<file path="config.mk">
export PLATFORM = sky130hd
export DESIGN_NAME = sac_top
export DESIGN_NICKNAME = d
export VERILOG_FILES = /design/src/sac_pkg.sv /design/src/sac_mcycle.sv /design/src/sac_sar.sv /design/src/sac_top.sv
export VERILOG_INCLUDE_DIRS = /design/src /design/src/src
export SDC_FILE = /design/constraint.sdc
export NUM_CORES = 1
export LEC_CHECK = 0
export BUFFER_PORTS_ARGS = -buffer_cell sky130_fd_sc_hd__buf_2
export CAP_MARGIN = 10
export CORE_MARGIN = 2
export CORE_UTILIZATION = 55
export CTS_BUF_LIST = sky130_fd_sc_hd__clkbuf_16
export DETAILED_ROUTE_END_ITERATION = 16
export PLACE_DENSITY_LB_ADDON = 0.1
export SLEW_MARGIN = 15
export SYNTH_ARGS = -nofsm -noshare
export SYNTH_HDL_FRONTEND = slang
export SYNTH_HIERARCHICAL = 1
export SYNTH_SLANG_ARGS = --single-unit
export TNS_END_PERCENT = 100
</file>
<file path="constraint.sdc">
create_clock -name mclk_i -period 4.3 [get_ports mclk_i]
set_clock_uncertainty 0.15 [all_clocks]
set_input_delay 0.43 -clock mclk_i [delete_from_list [all_inputs] [get_ports mclk_i]]
set_output_delay 0.43 -clock mclk_i [all_outputs]
set_load 0.02 [all_outputs]
</file>
<file path="src/sac_consts.svh">
// sac_consts.svh - offsets, field positions and timing counts of the converter control
// assumes: included by bare name; holds macro definitions only
// Behaviour
// - eight-input mux feeds one 10-bit SAR
// - external start off: software set starts only
// - external start on: software or pin edge
// - pin edge seen at cycle end, starts next
// - software start begins at next machine cycle
// - start bit is command and status flops
// - two init cycles; status set after first
// - sample selected input for eight cycles
// - try msb first, keep bit if input higher
// - four machine cycles per result bit
// - upper eight in result, low two in control
// - done set, status cleared after 50 cycles
// - three select bits pick input zero..seven
// - starts ignored while conversion running
// - idle or power-down aborts; result kept
// - done flag blocks starts, raises interrupt
// - start bit not clearable by software
`ifndef SAC_CONSTS_SVH
`define SAC_CONSTS_SVH

// machine cycle: clocks per cycle and terminal count
`define SAC_MC_DIV 4'hc
`define SAC_MC_LAST 4'hb

// conversion phase points, in machine cycles from the start
`define SAC_N_STATUS 6'h01
`define SAC_N_SAMPLE 6'h02
`define SAC_N_CONVERT 6'h0a
`define SAC_N_DONE 6'h32
`define SAC_N_DONE_RED 6'h18
`define SAC_BIT_MASK 6'h03

// approximation register
`define SAC_SAR_MSB_ONLY 10'h200
`define SAC_PTR_MSB 4'h9

// register indices; byte address is four times the index
`define SAC_IDX_CTRL 8'hc5
`define SAC_IDX_RESULT 8'hc6
`define SAC_IDX_ISTAT 8'hc7
`define SAC_IDX_IMASK 8'hc8
`define SAC_IDX_POWER 8'hc9

// control and power register fields
`define SAC_B_START 3
`define SAC_B_DONE 4
`define SAC_B_EXT 5
`define SAC_B_IDLE 0
`define SAC_B_PDOWN 1

// reset values
`define SAC_CTRL_RST 8'h00
`define SAC_RD_RST 32'h0000_0000

`endif

</file>
<file path="src/sac_pkg.sv">
// sac_pkg.sv - types shared by the converter control modules
// assumes: sac_consts.svh on the include path
`include "sac_consts.svh"
package sac_pkg;
  // conversion phases
  typedef enum logic [1:0] {PH_IDLE, PH_INIT, PH_SAMPLE, PH_CONVERT} sac_phase_e;

  // machine-cycle divider state
  typedef struct packed {
    logic [3:0] cnt;
    logic tick;
  } sac_mc_s;

  // approximation register state
  typedef struct packed {
    logic [9:0] trial;
    logic [3:0] ptr;
  } sac_sar_s;

  // top-level state
  typedef struct packed {
    logic waitreq;
    logic [31:0] rdata;
    logic ext_s1;
    logic ext_s2;
    logic ext_prev;
    logic comp_s1;
    logic comp_s2;
    logic [2:0] chan;
    logic ext_en;
    logic done;
    logic cmd;
    logic status;
    logic [9:0] result;
    sac_phase_e phase;
    logic [5:0] mcnt;
    logic sample;
    logic idle_req;
    logic pdown_req;
    logic [1:0] istat;
    logic [1:0] imask;
    logic irq;
  } sac_top_s;
endpackage : sac_pkg

</file>
<file path="src/sac_mcycle.sv">
// sac_mcycle.sv - machine-cycle enable from the controller clock
// assumes: synchronous reset copy from the top, one clock domain
`timescale 1ns/1ps
`default_nettype none
`include "sac_consts.svh"
module sac_mcycle
  import sac_pkg::*;
(
  // clock and reset
  input wire logic mclk_i,
  input wire logic rst_n_i,
  // one-clock pulse at the end of each machine cycle
  output logic tick_o
);
  sac_mc_s r; // divider state
  sac_mc_s nxt; // next divider state

  // free-running divider; every phase counts these ticks
  always_comb begin
    nxt = r;
    nxt.tick = 1'b0;
    if (r.cnt == `SAC_MC_LAST) begin
      nxt.cnt = 4'h0;
      nxt.tick = 1'b1;
    end else begin
      nxt.cnt = 4'(r.cnt + 4'h1);
    end
  end

  // state register
  always_ff @(posedge mclk_i or negedge rst_n_i) begin
    if (!rst_n_i) begin
      r <= '0;
    end else begin
      r <= nxt;
    end
  end

  assign tick_o = r.tick;
endmodule : sac_mcycle
`default_nettype wire

</file>
<file path="src/sac_sar.sv">
// sac_sar.sv - successive approximation register and bit pointer
// assumes: load and decide are single-clock pulses from the top
`timescale 1ns/1ps
`default_nettype none
`include "sac_consts.svh"
module sac_sar
  import sac_pkg::*;
(
  // clock and reset
  input wire logic mclk_i,
  input wire logic rst_n_i,
  // sequencing from the top
  input wire logic load_i,
  input wire logic decide_i,
  input wire logic comp_i,
  // trial code to the dac
  output logic [9:0] trial_o
);
  sac_sar_s r; // register and pointer
  sac_sar_s nxt; // next value

  // load msb only, then keep or drop each tested bit
  always_comb begin
    nxt = r;
    if (load_i) begin
      nxt.trial = `SAC_SAR_MSB_ONLY;
      nxt.ptr = `SAC_PTR_MSB;
    end else if (decide_i) begin
      // keep the bit only while the input beats the dac
      if (!comp_i) begin
        nxt.trial[r.ptr] = 1'b0;
      end
      // move to the next lower bit; pointer stops at zero
      if (r.ptr != 4'h0) begin
        nxt.trial[4'(r.ptr - 4'h1)] = 1'b1;
        nxt.ptr = 4'(r.ptr - 4'h1);
      end
    end
  end

  // state register
  always_ff @(posedge mclk_i or negedge rst_n_i) begin
    if (!rst_n_i) begin
      r <= '0;
    end else begin
      r <= nxt;
    end
  end

  assign trial_o = r.trial;
endmodule : sac_sar
`default_nettype wire

</file>
<file path="src/sac_top.sv">
// sac_top.sv - converter control: registers, start logic, phase sequencer
// assumes: avalon-mm master on mclk_i, comparator and trigger pin asynchronous
`timescale 1ns/1ps
`default_nettype none
`include "sac_consts.svh"
module sac_top
  import sac_pkg::*;
(
  // clock and reset
  input wire logic mclk_i,
  input wire logic rst_n_i,
  // avalon-mm slave, byte address
  input wire logic [9:0] avs_address_i,
  input wire logic avs_read_i,
  input wire logic avs_write_i,
  input wire logic [31:0] avs_writedata_i,
  input wire logic [3:0] avs_byteenable_i,
  output logic [31:0] avs_readdata_o,
  output logic avs_waitrequest_o,
  // trigger pin and comparator
  input wire logic external_trigger_pin_i,
  input wire logic comparator_i,
  // analog front end control
  output logic [2:0] analog_input_port_sel_o,
  output logic sample_o,
  output logic [9:0] dac_code_o,
  // interrupt
  output logic irq_o
);
  // ------------------------------------------------------------------
  // reset release
  // ------------------------------------------------------------------
  logic [1:0] rst_sync_r; // release chain
  logic rst_n_s; // synchronous copy of the reset

  // assert at once, release after two edges
  always_ff @(posedge mclk_i or negedge rst_n_i) begin
    if (!rst_n_i) begin
      rst_sync_r <= 2'h0;
    end else begin
      rst_sync_r <= {rst_sync_r[0], 1'b1};
    end
  end
  assign rst_n_s = rst_sync_r[1];

  // ------------------------------------------------------------------
  // state and helpers
  // ------------------------------------------------------------------
  sac_top_s r; // all block state
  sac_top_s nxt; // next state
  logic mc_tick; // end of a machine cycle
  logic [7:0] idx; // register index from the byte address
  logic acc; // request seen, answer next clock
  logic wr_go; // write takes effect this edge
  logic [7:0] wdat; // low byte of write data
  logic [5:0] n; // machine cycle about to complete
  logic start_ok; // no conversion, no result pending
  logic sw_start; // software sets the start bit
  logic ext_edge; // qualified rising edge on the pin
  logic abort; // low-power entry with a conversion running
  logic load; // load msb trial
  logic decide; // decide the bit under test
  logic finish; // last bit decided this tick

  // register read mux; reserved bits read zero
  function automatic logic [7:0] rd_byte(input sac_top_s s, input logic [7:0] a);
    case (a)
      `SAC_IDX_CTRL: rd_byte = {s.result[1:0], s.ext_en, s.done, s.status, s.chan};
      `SAC_IDX_RESULT: rd_byte = s.result[9:2];
      `SAC_IDX_ISTAT: rd_byte = {6'h00, s.istat};
      `SAC_IDX_IMASK: rd_byte = {6'h00, s.imask};
      `SAC_IDX_POWER: rd_byte = {6'h00, s.pdown_req, s.idle_req};
      default: rd_byte = 8'h00;
    endcase
  endfunction : rd_byte

  // true at the end of each four-cycle bit slot
  function automatic logic bit_end(input logic [5:0] c);
    bit_end = (c > `SAC_N_CONVERT) && ((6'(c - `SAC_N_CONVERT) & `SAC_BIT_MASK) == 6'h00);
  endfunction : bit_end

  // ------------------------------------------------------------------
  // submodules
  // ------------------------------------------------------------------
  // machine-cycle enable paces every phase
  sac_mcycle u_mcycle (
    .mclk_i(mclk_i),
    .rst_n_i(rst_n_s),
    .tick_o(mc_tick)
  );

  // approximation register drives the dac code directly
  sac_sar u_sar (
    .mclk_i(mclk_i),
    .rst_n_i(rst_n_s),
    .load_i(load),
    .decide_i(decide),
    .comp_i(r.comp_s2),
    .trial_o(dac_code_o)
  );

  // ------------------------------------------------------------------
  // next-state logic
  // ------------------------------------------------------------------
  always_comb begin
    nxt = r;
    idx = avs_address_i[9:2];
    acc = (avs_read_i | avs_write_i) & r.waitreq;
    wr_go = avs_write_i & ~r.waitreq & avs_byteenable_i[0];
    wdat = avs_writedata_i[7:0];
    n = 6'(r.mcnt + 6'h01);
    load = 1'b0;
    decide = 1'b0;
    finish = 1'b0;
    // starts only with nothing running and no result waiting
    start_ok = ~r.cmd & ~r.status & ~r.done & ~r.idle_req & ~r.pdown_req;
    sw_start = wr_go && (idx == `SAC_IDX_CTRL) && wdat[`SAC_B_START];
    // pin level compared once per machine cycle, so a low and a high
    // of one machine cycle each make exactly one edge
    ext_edge = r.ext_en & mc_tick & ~r.ext_prev & r.ext_s2;
    abort = (r.idle_req | r.pdown_req) & r.cmd;

    // pin and comparator synchronisers
    nxt.ext_s1 = external_trigger_pin_i;
    nxt.ext_s2 = r.ext_s1;
    nxt.comp_s1 = comparator_i;
    nxt.comp_s2 = r.comp_s1;
    if (mc_tick) begin
      nxt.ext_prev = r.ext_s2;
    end

    // bus answer: one wait-free clock after the request is seen
    if (acc) begin
      nxt.waitreq = 1'b0;
      nxt.rdata = {24'h000000, rd_byte(r, idx)};
    end else begin
      nxt.waitreq = 1'b1;
    end

    // register writes
    if (wr_go) begin
      case (idx)
        `SAC_IDX_CTRL: begin
          nxt.chan = wdat[2:0];
          nxt.ext_en = wdat[`SAC_B_EXT];
          // writing zero clears done; the start bit ignores zero
          if (!wdat[`SAC_B_DONE]) begin
            nxt.done = 1'b0;
          end
        end
        `SAC_IDX_ISTAT: begin
          nxt.istat = r.istat & ~wdat[1:0];
        end
        `SAC_IDX_IMASK: begin
          nxt.imask = wdat[1:0];
        end
        `SAC_IDX_POWER: begin
          nxt.idle_req = wdat[`SAC_B_IDLE];
          nxt.pdown_req = wdat[`SAC_B_PDOWN];
        end
        default: begin
          // unmapped: write ignored
        end
      endcase
    end

    // command flop: loaded by set operations only
    if (start_ok && (sw_start || ext_edge)) begin
      nxt.cmd = 1'b1;
    end

    // phase sequencer, advanced by machine-cycle ticks only
    if (abort) begin
      // result and done flag untouched; only the run is dropped
      nxt.cmd = 1'b0;
      nxt.status = 1'b0;
      nxt.sample = 1'b0;
      nxt.phase = PH_IDLE;
      nxt.mcnt = 6'h00;
      nxt.istat[1] = 1'b1;
    end else if (mc_tick) begin
      case (r.phase)
        PH_IDLE: begin
          // software start waits for this tick; a pin edge starts here
          if (r.cmd || (start_ok && ext_edge)) begin
            nxt.phase = PH_INIT;
            nxt.mcnt = 6'h00;
          end
        end
        PH_INIT: begin
          nxt.mcnt = n;
          if (n == `SAC_N_STATUS) begin
            nxt.status = 1'b1;
          end
          if (n == `SAC_N_SAMPLE) begin
            nxt.phase = PH_SAMPLE;
            nxt.sample = 1'b1;
          end
        end
        PH_SAMPLE: begin
          nxt.mcnt = n;
          if (n == `SAC_N_CONVERT) begin
            nxt.sample = 1'b0;
            nxt.phase = PH_CONVERT;
            load = 1'b1;
          end
        end
        PH_CONVERT: begin
          nxt.mcnt = n;
          decide = bit_end(n);
          if (n == `SAC_N_DONE) begin
            // last bit resolved here, straight from the comparator
            finish = 1'b1;
            nxt.result = {dac_code_o[9:1], r.comp_s2};
            nxt.done = 1'b1;
            nxt.status = 1'b0;
            nxt.cmd = 1'b0;
            nxt.phase = PH_IDLE;
            nxt.istat[0] = 1'b1;
          end
        end
        default: begin
          nxt.phase = PH_IDLE;
        end
      endcase
    end

    // level interrupt from masked sticky bits
    nxt.irq = |(r.istat & r.imask);
  end

  // ------------------------------------------------------------------
  // state register
  // ------------------------------------------------------------------
  always_ff @(posedge mclk_i or negedge rst_n_s) begin
    if (!rst_n_s) begin
      r <= '0;
      r.waitreq <= 1'b1;
      r.rdata <= `SAC_RD_RST;
      r.phase <= PH_IDLE;
      {r.result[1:0], r.ext_en, r.done, r.status, r.chan} <= `SAC_CTRL_RST;
      // previous pin level starts high, so a pin that idles high cannot pass
      // for a rising edge at the first tick after reset
      r.ext_prev <= 1'b1;
    end else begin
      r <= nxt;
    end
  end

  // ------------------------------------------------------------------
  // outputs
  // ------------------------------------------------------------------
  assign avs_readdata_o = r.rdata;
  assign avs_waitrequest_o = r.waitreq;
  assign analog_input_port_sel_o = r.chan;
  assign sample_o = r.sample;
  assign irq_o = r.irq;
endmodule : sac_top
`default_nettype wire

</file>
==> impl_metrics.yaml, run 1 <==
clock_network:
  post-cts-setup-buffers: 0
  htreeDepth: 3
  cts.sinks: 68
  cts.hold.buffers_added: 2
  post_cts_resize_count: 0
  clkLatencyLatePin_ns: 0.32
  clk_transition_reported_paths_ns: 0.05
  cts_tree: "done"
  number_of_buffers_added_by_the_clock_tree_synthesis_step: 9
  ctsLongestPathBuffers: 2
  root_buffer: "sky130_fd_sc_hd__clkbuf_16"
grt:
  grt_pass1_vias: 2435
  grt_overflow: 0
  grt_first_pass_wirelength_um: 12020
  grt_antenna_before_repair: 0
  globalRouteTotalUtil_pct: 20.56
  grt_start_max_net_pins: 57
drt:
  drc_errors: 0
  first_pass_drt_iterations: 5
  route.detailed.wl_per_inst_um: 14.99
  detail-route-antenna-nets: 0
  viasPerCell: 5.611
  dr_total_vias: 2738
  wl_um: 7316
  drt_iter0_drc: 168
timing:
  layout_min_cycle_time_ns: 3.198
  hold_viol_final: 0
  rsz0062_at_grt: "false"
  worst_pin_slew_ns: 1.033
  totalNegativeSetupSlack_ns: 0
  report.final.slew_viol_count: 0
  fmax_mhz: 312.7
  max_slew_margin_pct: 30.44
  fin_crit_sh_pct: 74.37
  worst_slack_ns: 1.102
  setup_violations: 0
synth:
  ys_top_cells_by_area: "sky130_fd_sc_hd__dfrtp_1, sky130_fd_sc_hd__buf_4, sky130_fd_sc_hd__o21ai_0"
  netlist_instances: 376
  yosys.area.top_type_share_pct: 43.69
  yosys_register_bits: 68
  post_synth.cell_area_avg_um2: 10.05
  ys.flop_type: "sky130_fd_sc_hd__dfrtp_1"
  yosys_warnings: 6
  sequential_cell_area_fraction_in_the_yosys_report_pct: 45.08
  synth_top_cell_by_area: "sky130_fd_sc_hd__dfrtp_1"
  syn_area_um2: 3780
  synthArstFlopShare_pct: 100.0
  synth-edff-count: 0
  synth_cell_types: 65
place:
  gp_congestion: 0.8115
  detailedPlace.worstSlack_ns: 1.129
  post-place-cells: 470
  buffer_ports.inserted: 44
  place.detailed.hpwl_um: 5241
pwr:
  worst_ir_drop_vdd_uv: 273.5
  p_leak_uw: 0.001985
  power_density_nw_per_um2: 343.5
setup_path:
  critical_path.max_stage_delay_ns: 0.61
  worst_ep_required_ns: 4.34
  crit_type: "reg2reg"
  worst-path-max-fanout: 11
  critical_path.cell_chain: "ha_1 > nand2_1 > o31ai_1 > nand2_1 > nor4_2 > buf_4 > o21bai_1 > o311ai_0 > o31ai_1"
  cp.arrival_ns: 3.24
  slowest_stage: "sky130_fd_sc_hd__o31ai_1"
  cp-start-kind: "flip-flop"
  worst_setup_path_end_kind: "flip-flop"
finish:
  syn2layout_area_growth_pct: 9.434
  layout.cells.non_filler: 488
  insertedDiodeCount: 0
  design.final.nets: 463
  layout-drive-gt1-share_pct: 23.53
floorplan:
  placement_rows: 30
  floorplan.initialDensity_pct: 56.26
  core_region_area_um2: 6719
  design.portCount: 100
  floorplan.die.height_um: 86.90
  die_w_um: 86.90
  fp.dieArea_um2: 7552
outcome:
  run_status: "finished, final reports clean"
run:
  maxCapViolCount: 0
min_path:
  worstHoldPathType: "in2reg"
==> stage by stage <==
step | utilization (%) | hold slack, ns | total power, uW | area, um^2
2_1_floorplan | - | -0.01559 | 721.0 | 3866
3_3_place_gp | 56.91 | -0.01729 | 723.3 | 3824
3_5_place_dp | 56.91 | -0.01099 | 724.1 | 3824
4_1_cts | 61.56 | 0.05205 | 1440 | 4136
5_1_grt | 61.56 | 0.04625 | 1480 | 4136
6_report | 61.56 | 0.06437 | 1421 | 4136
==> worst max-delay path, delay by kind of cell, from the launching register on <==
family          cells  cell delay [ns]
flops               1             0.48
simple gates        3             0.60
fa+ha+maj           1             0.34
compound gates      4             1.24
buf+inv             1             0.25
==> metal layers <==
metal	global-route usage [%]	routed length, um	up-vias	share of wire (%)
met5	0	0	-	0
met4	7.670	56	0	0.77
met3	5.024	336	6	4.6
met2	29.63	3285	98	45
met1	30.02	3637	1294	50
li1	-	-	1340	-
==> layout make-up <==
cell class	instances	area, um^2
fill	565	2582
sequential	68	1705
multi-input combinational	256	1704
timing repair buffer	49	262.8
clock buffer	9	225.2
tap	80	100.1
inverter	19	71.32
clock inverter	7	67.56
==> report_power, final <==
group | internal [uW] | switching [uW]
clock | 445 | 262
combinational | 14.7 | 47.5
sequential | 648 | 3.54
==> cell usage in the layout, fill, tap and decap left out, types with 3 or more instances in the layout <==
cell and n:
sky130_fd_sc_hd__clkbuf_16 9, sky130_fd_sc_hd__nand2b_1 6, sky130_fd_sc_hd__a2bb2oi_1 3, sky130_fd_sc_hd__nand3_1 5
sky130_fd_sc_hd__mux2_4 8, sky130_fd_sc_hd__a211oi_1 3, sky130_fd_sc_hd__o31ai_1 5, sky130_fd_sc_hd__o21ai_1 3
sky130_fd_sc_hd__dfrtp_1 65, sky130_fd_sc_hd__conb_1 25, sky130_fd_sc_hd__a31oi_1 6, sky130_fd_sc_hd__nand2_1 29
sky130_fd_sc_hd__a22oi_1 9, sky130_fd_sc_hd__buf_2 44, sky130_fd_sc_hd__nand4_1 5, sky130_fd_sc_hd__and3_1 3
sky130_fd_sc_hd__nor2_1 15, sky130_fd_sc_hd__buf_4 3, sky130_fd_sc_hd__and2_1 5, sky130_fd_sc_hd__o311ai_0 3
sky130_fd_sc_hd__o21ai_0 27, sky130_fd_sc_hd__ha_1 8, sky130_fd_sc_hd__nor3_1 8, sky130_fd_sc_hd__a21oi_1 9
sky130_fd_sc_hd__mux2_2 11, sky130_fd_sc_hd__nor2b_1 7, sky130_fd_sc_hd__inv_1 19
==> cell families (layout without fill, tap and decap cells) <==
group	after synthesis	count (layout)	synth area share, %
and+or+nand+nor	110	110	16.35
AOI/OAI and AO/OA	90	90	15.99
buffers and inverters	75	84	12.28
DFF	68	68	45.08
muxes	21	21	6.985
adders and majority gates	8	8	2.648
other	2	25	0.1987
xor gates and xnor gates	2	2	0.4635
==> registers in the layout, summed over array words and instances (netlist names) <==
signal                   flops
u_sar/trial_o               10
avs_readdata_o               8
nxt                          2
avs_waitrequest_o            1
sample_o                     1
irq_o                        1
u_mcycle/tick_o              1
r                           31
u_sar/r                      4
analog_input_port_sel_o      3
rst_sync_r                   2
u_mcycle/r                   4
==> cells in the mapped netlist, types with 3 or more instances <==
cell type,count
sky130_fd_sc_hd__and3_1,3
sky130_fd_sc_hd__nand2_1,29
sky130_fd_sc_hd__o311ai_0,3
sky130_fd_sc_hd__nand2b_1,6
sky130_fd_sc_hd__o21ai_1,3
sky130_fd_sc_hd__nand3_1,5
sky130_fd_sc_hd__a31oi_1,6
sky130_fd_sc_hd__o31ai_1,5
sky130_fd_sc_hd__nor4_1,3
sky130_fd_sc_hd__inv_1,19
sky130_fd_sc_hd__a2bb2oi_1,3
sky130_fd_sc_hd__a22oi_1,9
sky130_fd_sc_hd__mux2_2,11
sky130_fd_sc_hd__and2_1,5
sky130_fd_sc_hd__a21oi_1,9
sky130_fd_sc_hd__a211oi_1,3
sky130_fd_sc_hd__nand4_1,5
sky130_fd_sc_hd__dfrtp_1,66
sky130_fd_sc_hd__ha_1,8
sky130_fd_sc_hd__nor3_1,8
sky130_fd_sc_hd__nor2b_1,7
sky130_fd_sc_hd__o21ai_0,27
sky130_fd_sc_hd__buf_4,45
sky130_fd_sc_hd__nor2_1,15
sky130_fd_sc_hd__clkbuf_1,5
sky130_fd_sc_hd__buf_2,5
sky130_fd_sc_hd__mux2_4,8
==> worst paths after layout <==
path | startpoint | end | slack [ns] | cells past startpoint
worst max-delay path | r[8] | u_sar/trial_o[5] | 1.10 | 9
worst min-delay path | comparator_i | nxt[33] | 0.06 | 1
worst max register to register | r[8] | u_sar/trial_o[5] | 1.10 | 9
worst min register to register | nxt[36] | r[36] | 0.20 | 0
max in group asynchronous | rst_sync_r[1] | u_sar/trial_o[1] | 3.10 | 1
min in group asynchronous | rst_sync_r[1] | u_sar/r[1] | 0.26 | 1
Note: power is estimated with default switching activity, not from simulation.
==> run 2, diff against run 1 <==
CORE_UTILIZATION = 53   (was 55)
clock period = 3.1 ns   (was 4.3 ns; I/O delays follow)
==> run 2 against run 1 <==
Cell count up 4.9%. Setup slack worse by 0.85 ns. Combinational power increased by 30%. Flip-flop and latch count unchanged. Maximum frequency up 12%. Via count up 1.7%. Global-route usage fell by 0.23 points. First-iteration DRC count decreased by 22%. Sequential power increased by 40%. Total power rose by 45%. Non-clock buffer count increased by 8. Register-to-register slack got worse by 0.85 ns. Largest cell class unchanged.
==> impl_metrics.yaml, run 2 (synthesis gave the netlist of run 1 again) <==
grt:
  grt_first_pass_wirelength_um: 12250
  grt_antenna_before_repair: 0
  grt_pass1_vias: 2629
  globalRouteTotalUtil_pct: 20.33
  grt_overflow: 0
  grt_start_max_net_pins: 32
setup_path:
  worst_ep_required_ns: 3.16
  critical_path.max_stage_delay_ns: 0.43
  critical_path.cell_chain: "ha_1 > nand2_1 > o31ai_1 > nand2_1 > nor4_2 > buf_4 > o21ba_2 > nand4_1 > a32o_1"
  crit_type: "reg2reg"
  slowest_stage: "sky130_fd_sc_hd__dfrtp_1"
  worst-path-max-fanout: 8
  cp.arrival_ns: 2.90
  critical_path_buf_inv_count: 1
  cp-start-kind: "flip-flop"
  path_common_cell: "sky130_fd_sc_hd__nand2_1"
  worst_setup_path_end_kind: "flip-flop"
  regToRegSetupSlack_ns: 0.25
  worst_path_dominant_cell_family: "compound AO/OA/AOI/OAI gates"
pwr:
  power.clock.fraction_pct: 51.8
  pwr-share-seq_pct: 44.3
  cell_internal_pwr_uw: 1621
  p_sw_share_pct: 21.26
  post-layout-total-power_uw: 2058
  p_leak_uw: 0.002041
  net_switching_component_of_the_power_uw: 437.5
  power_density_nw_per_um2: 485.1
  power_frac_comb_pct: 3.9
  worst_ir_drop_vdd_uv: 261.2
place:
  gp_congestion: 0.8490
  placed_area_um2: 3896
  place.detailed.hpwl_um: 5400
  buffer_ports.inserted: 44
clock_network:
  cts.sinks: 68
  clkLatencyLatePin_ns: 0.33
  clk_transition_reported_paths_ns: 0.06
  post_cts_resize_count: 0
  root_buffer: "sky130_fd_sc_hd__clkbuf_16"
  cts.hold.buffers_added: 3
  cts_tree: "done"
  post-cts-setup-buffers: 0
  number_of_buffers_added_by_the_clock_tree_synthesis_step: 9
  htreeDepth: 3
  ctsLongestPathBuffers: 2
finish:
  largest_register_ff_count: 31
  syn2layout_area_growth_pct: 12.25
  design.final.nets: 471
  register_with_the_most_flip_flops: "r"
  finalCoreUtilization_pct: 62.11
  layout-drive-gt1-share_pct: 25.00
  final_cell_area_um2: 4243
  mostFrequentLayoutCells: "sky130_fd_sc_hd__dfrtp_1, sky130_fd_sc_hd__buf_2, sky130_fd_sc_hd__nand2_1"
  fill_cells: 583
  layout.cells.most_common: "sky130_fd_sc_hd__dfrtp_1"
  insertedDiodeCount: 0
drt:
  viasPerCell: 5.438
  first_pass_drt_iterations: 4
  detail-route-antenna-nets: 0
  route.detailed.wl_per_inst_um: 14.61
  drt_iter0_drc: 131
  dr_total_vias: 2784
  drc_errors: 0
  wl_um: 7479
floorplan:
  floorplan.die.height_um: 88.45
  floorplan.initialDensity_pct: 55.33
  design.portCount: 100
  core_region_area_um2: 6832
  placement_rows: 30
  die_w_um: 88.45
  fp.dieArea_um2: 7823
timing:
  max_slew_margin_pct: 29.37
  finalHoldWorstSlack_ns: 0.06121
  fin_crit_sh_pct: 91.79
  rsz0062_at_grt: "false"
  report.final.slew_viol_count: 0
  totalNegativeSetupSlack_ns: 0
  layout_min_cycle_time_ns: 2.845
  worst_pin_slew_ns: 1.048
  setup_violations: 0
  hold_viol_final: 0
  fmax_mhz: 351.4
outcome:
  run_status: "finished, final reports clean"
run:
  maxCapViolCount: 0
min_path:
  worstHoldPathType: "in2reg"
## run 2: changes by cell type in the layout (fill, tap and decap cells not counted), sizes merged
cell         change
dlygate4sd3      +1
bufinv           +1
clkinvlp         -1
buf              +7
## run 2: path summary, 6_finish.rpt
| kind | start | endpoint | depth (start not counted) |
|---|---|---|---|
| max | r[9] | u_sar/trial_o[3] | 9 |
| min | avs_writedata_i[2] | analog_input_port_sel_o[2] | 2 |
| min in group asynchronous | rst_n_i | rst_sync_r[1] | 2 |
| min reg2reg | rst_sync_r[1] | r[33] | 0 |
| max in group asynchronous | rst_sync_r[1] | avs_waitrequest_o | 1 |
| max reg2reg | r[9] | u_sar/trial_o[3] | 9 |
## run 2: routing by layer
layer	routed length, um	global-route usage (%)	up-vias
met3	309	3.358	10
met5	0	0	-
li1	-	-	1349
met2	3644	33.97	72
met4	106	8.264	0
met1	3419	26.43	1353
## run 2: final cells by class
type / instances / area, um^2 / share of cell area [%]
tap: 96 / 120.1 / 2.831
timing repair buffer: 57 / 325.3 / 7.667
clock buffer: 9 / 225.2 / 5.308
multi-input combinational: 256 / 1704 / 40.17
sequential: 68 / 1705 / 40.19
clock inverter: 7 / 91.34 / 2.153
inverter: 19 / 71.32 / 1.681
## run 2: power groups by stage
stage / clock (uW) / combinational, uW / sequential [uW]
after floorplan: 0 / 67.8 / 932
after global placement: 0 / 77.3 / 927
after detailed placement: 0 / 78.2 / 927
after CTS: 1090 / 81.4 / 911
after global routing: 1130 / 89.6 / 913
final: 1070 / 81.0 / 911
## run 2: stage by stage
step / instances / setup WS (ns)
after floorplan: 399 / 0.3944
after global placement: 493 / 0.3310
after detailed placement: 493 / 0.2978
after CTS: 512 / 0.2469
after global routing: 512 / 0.03451
final: 512 / 0.2546
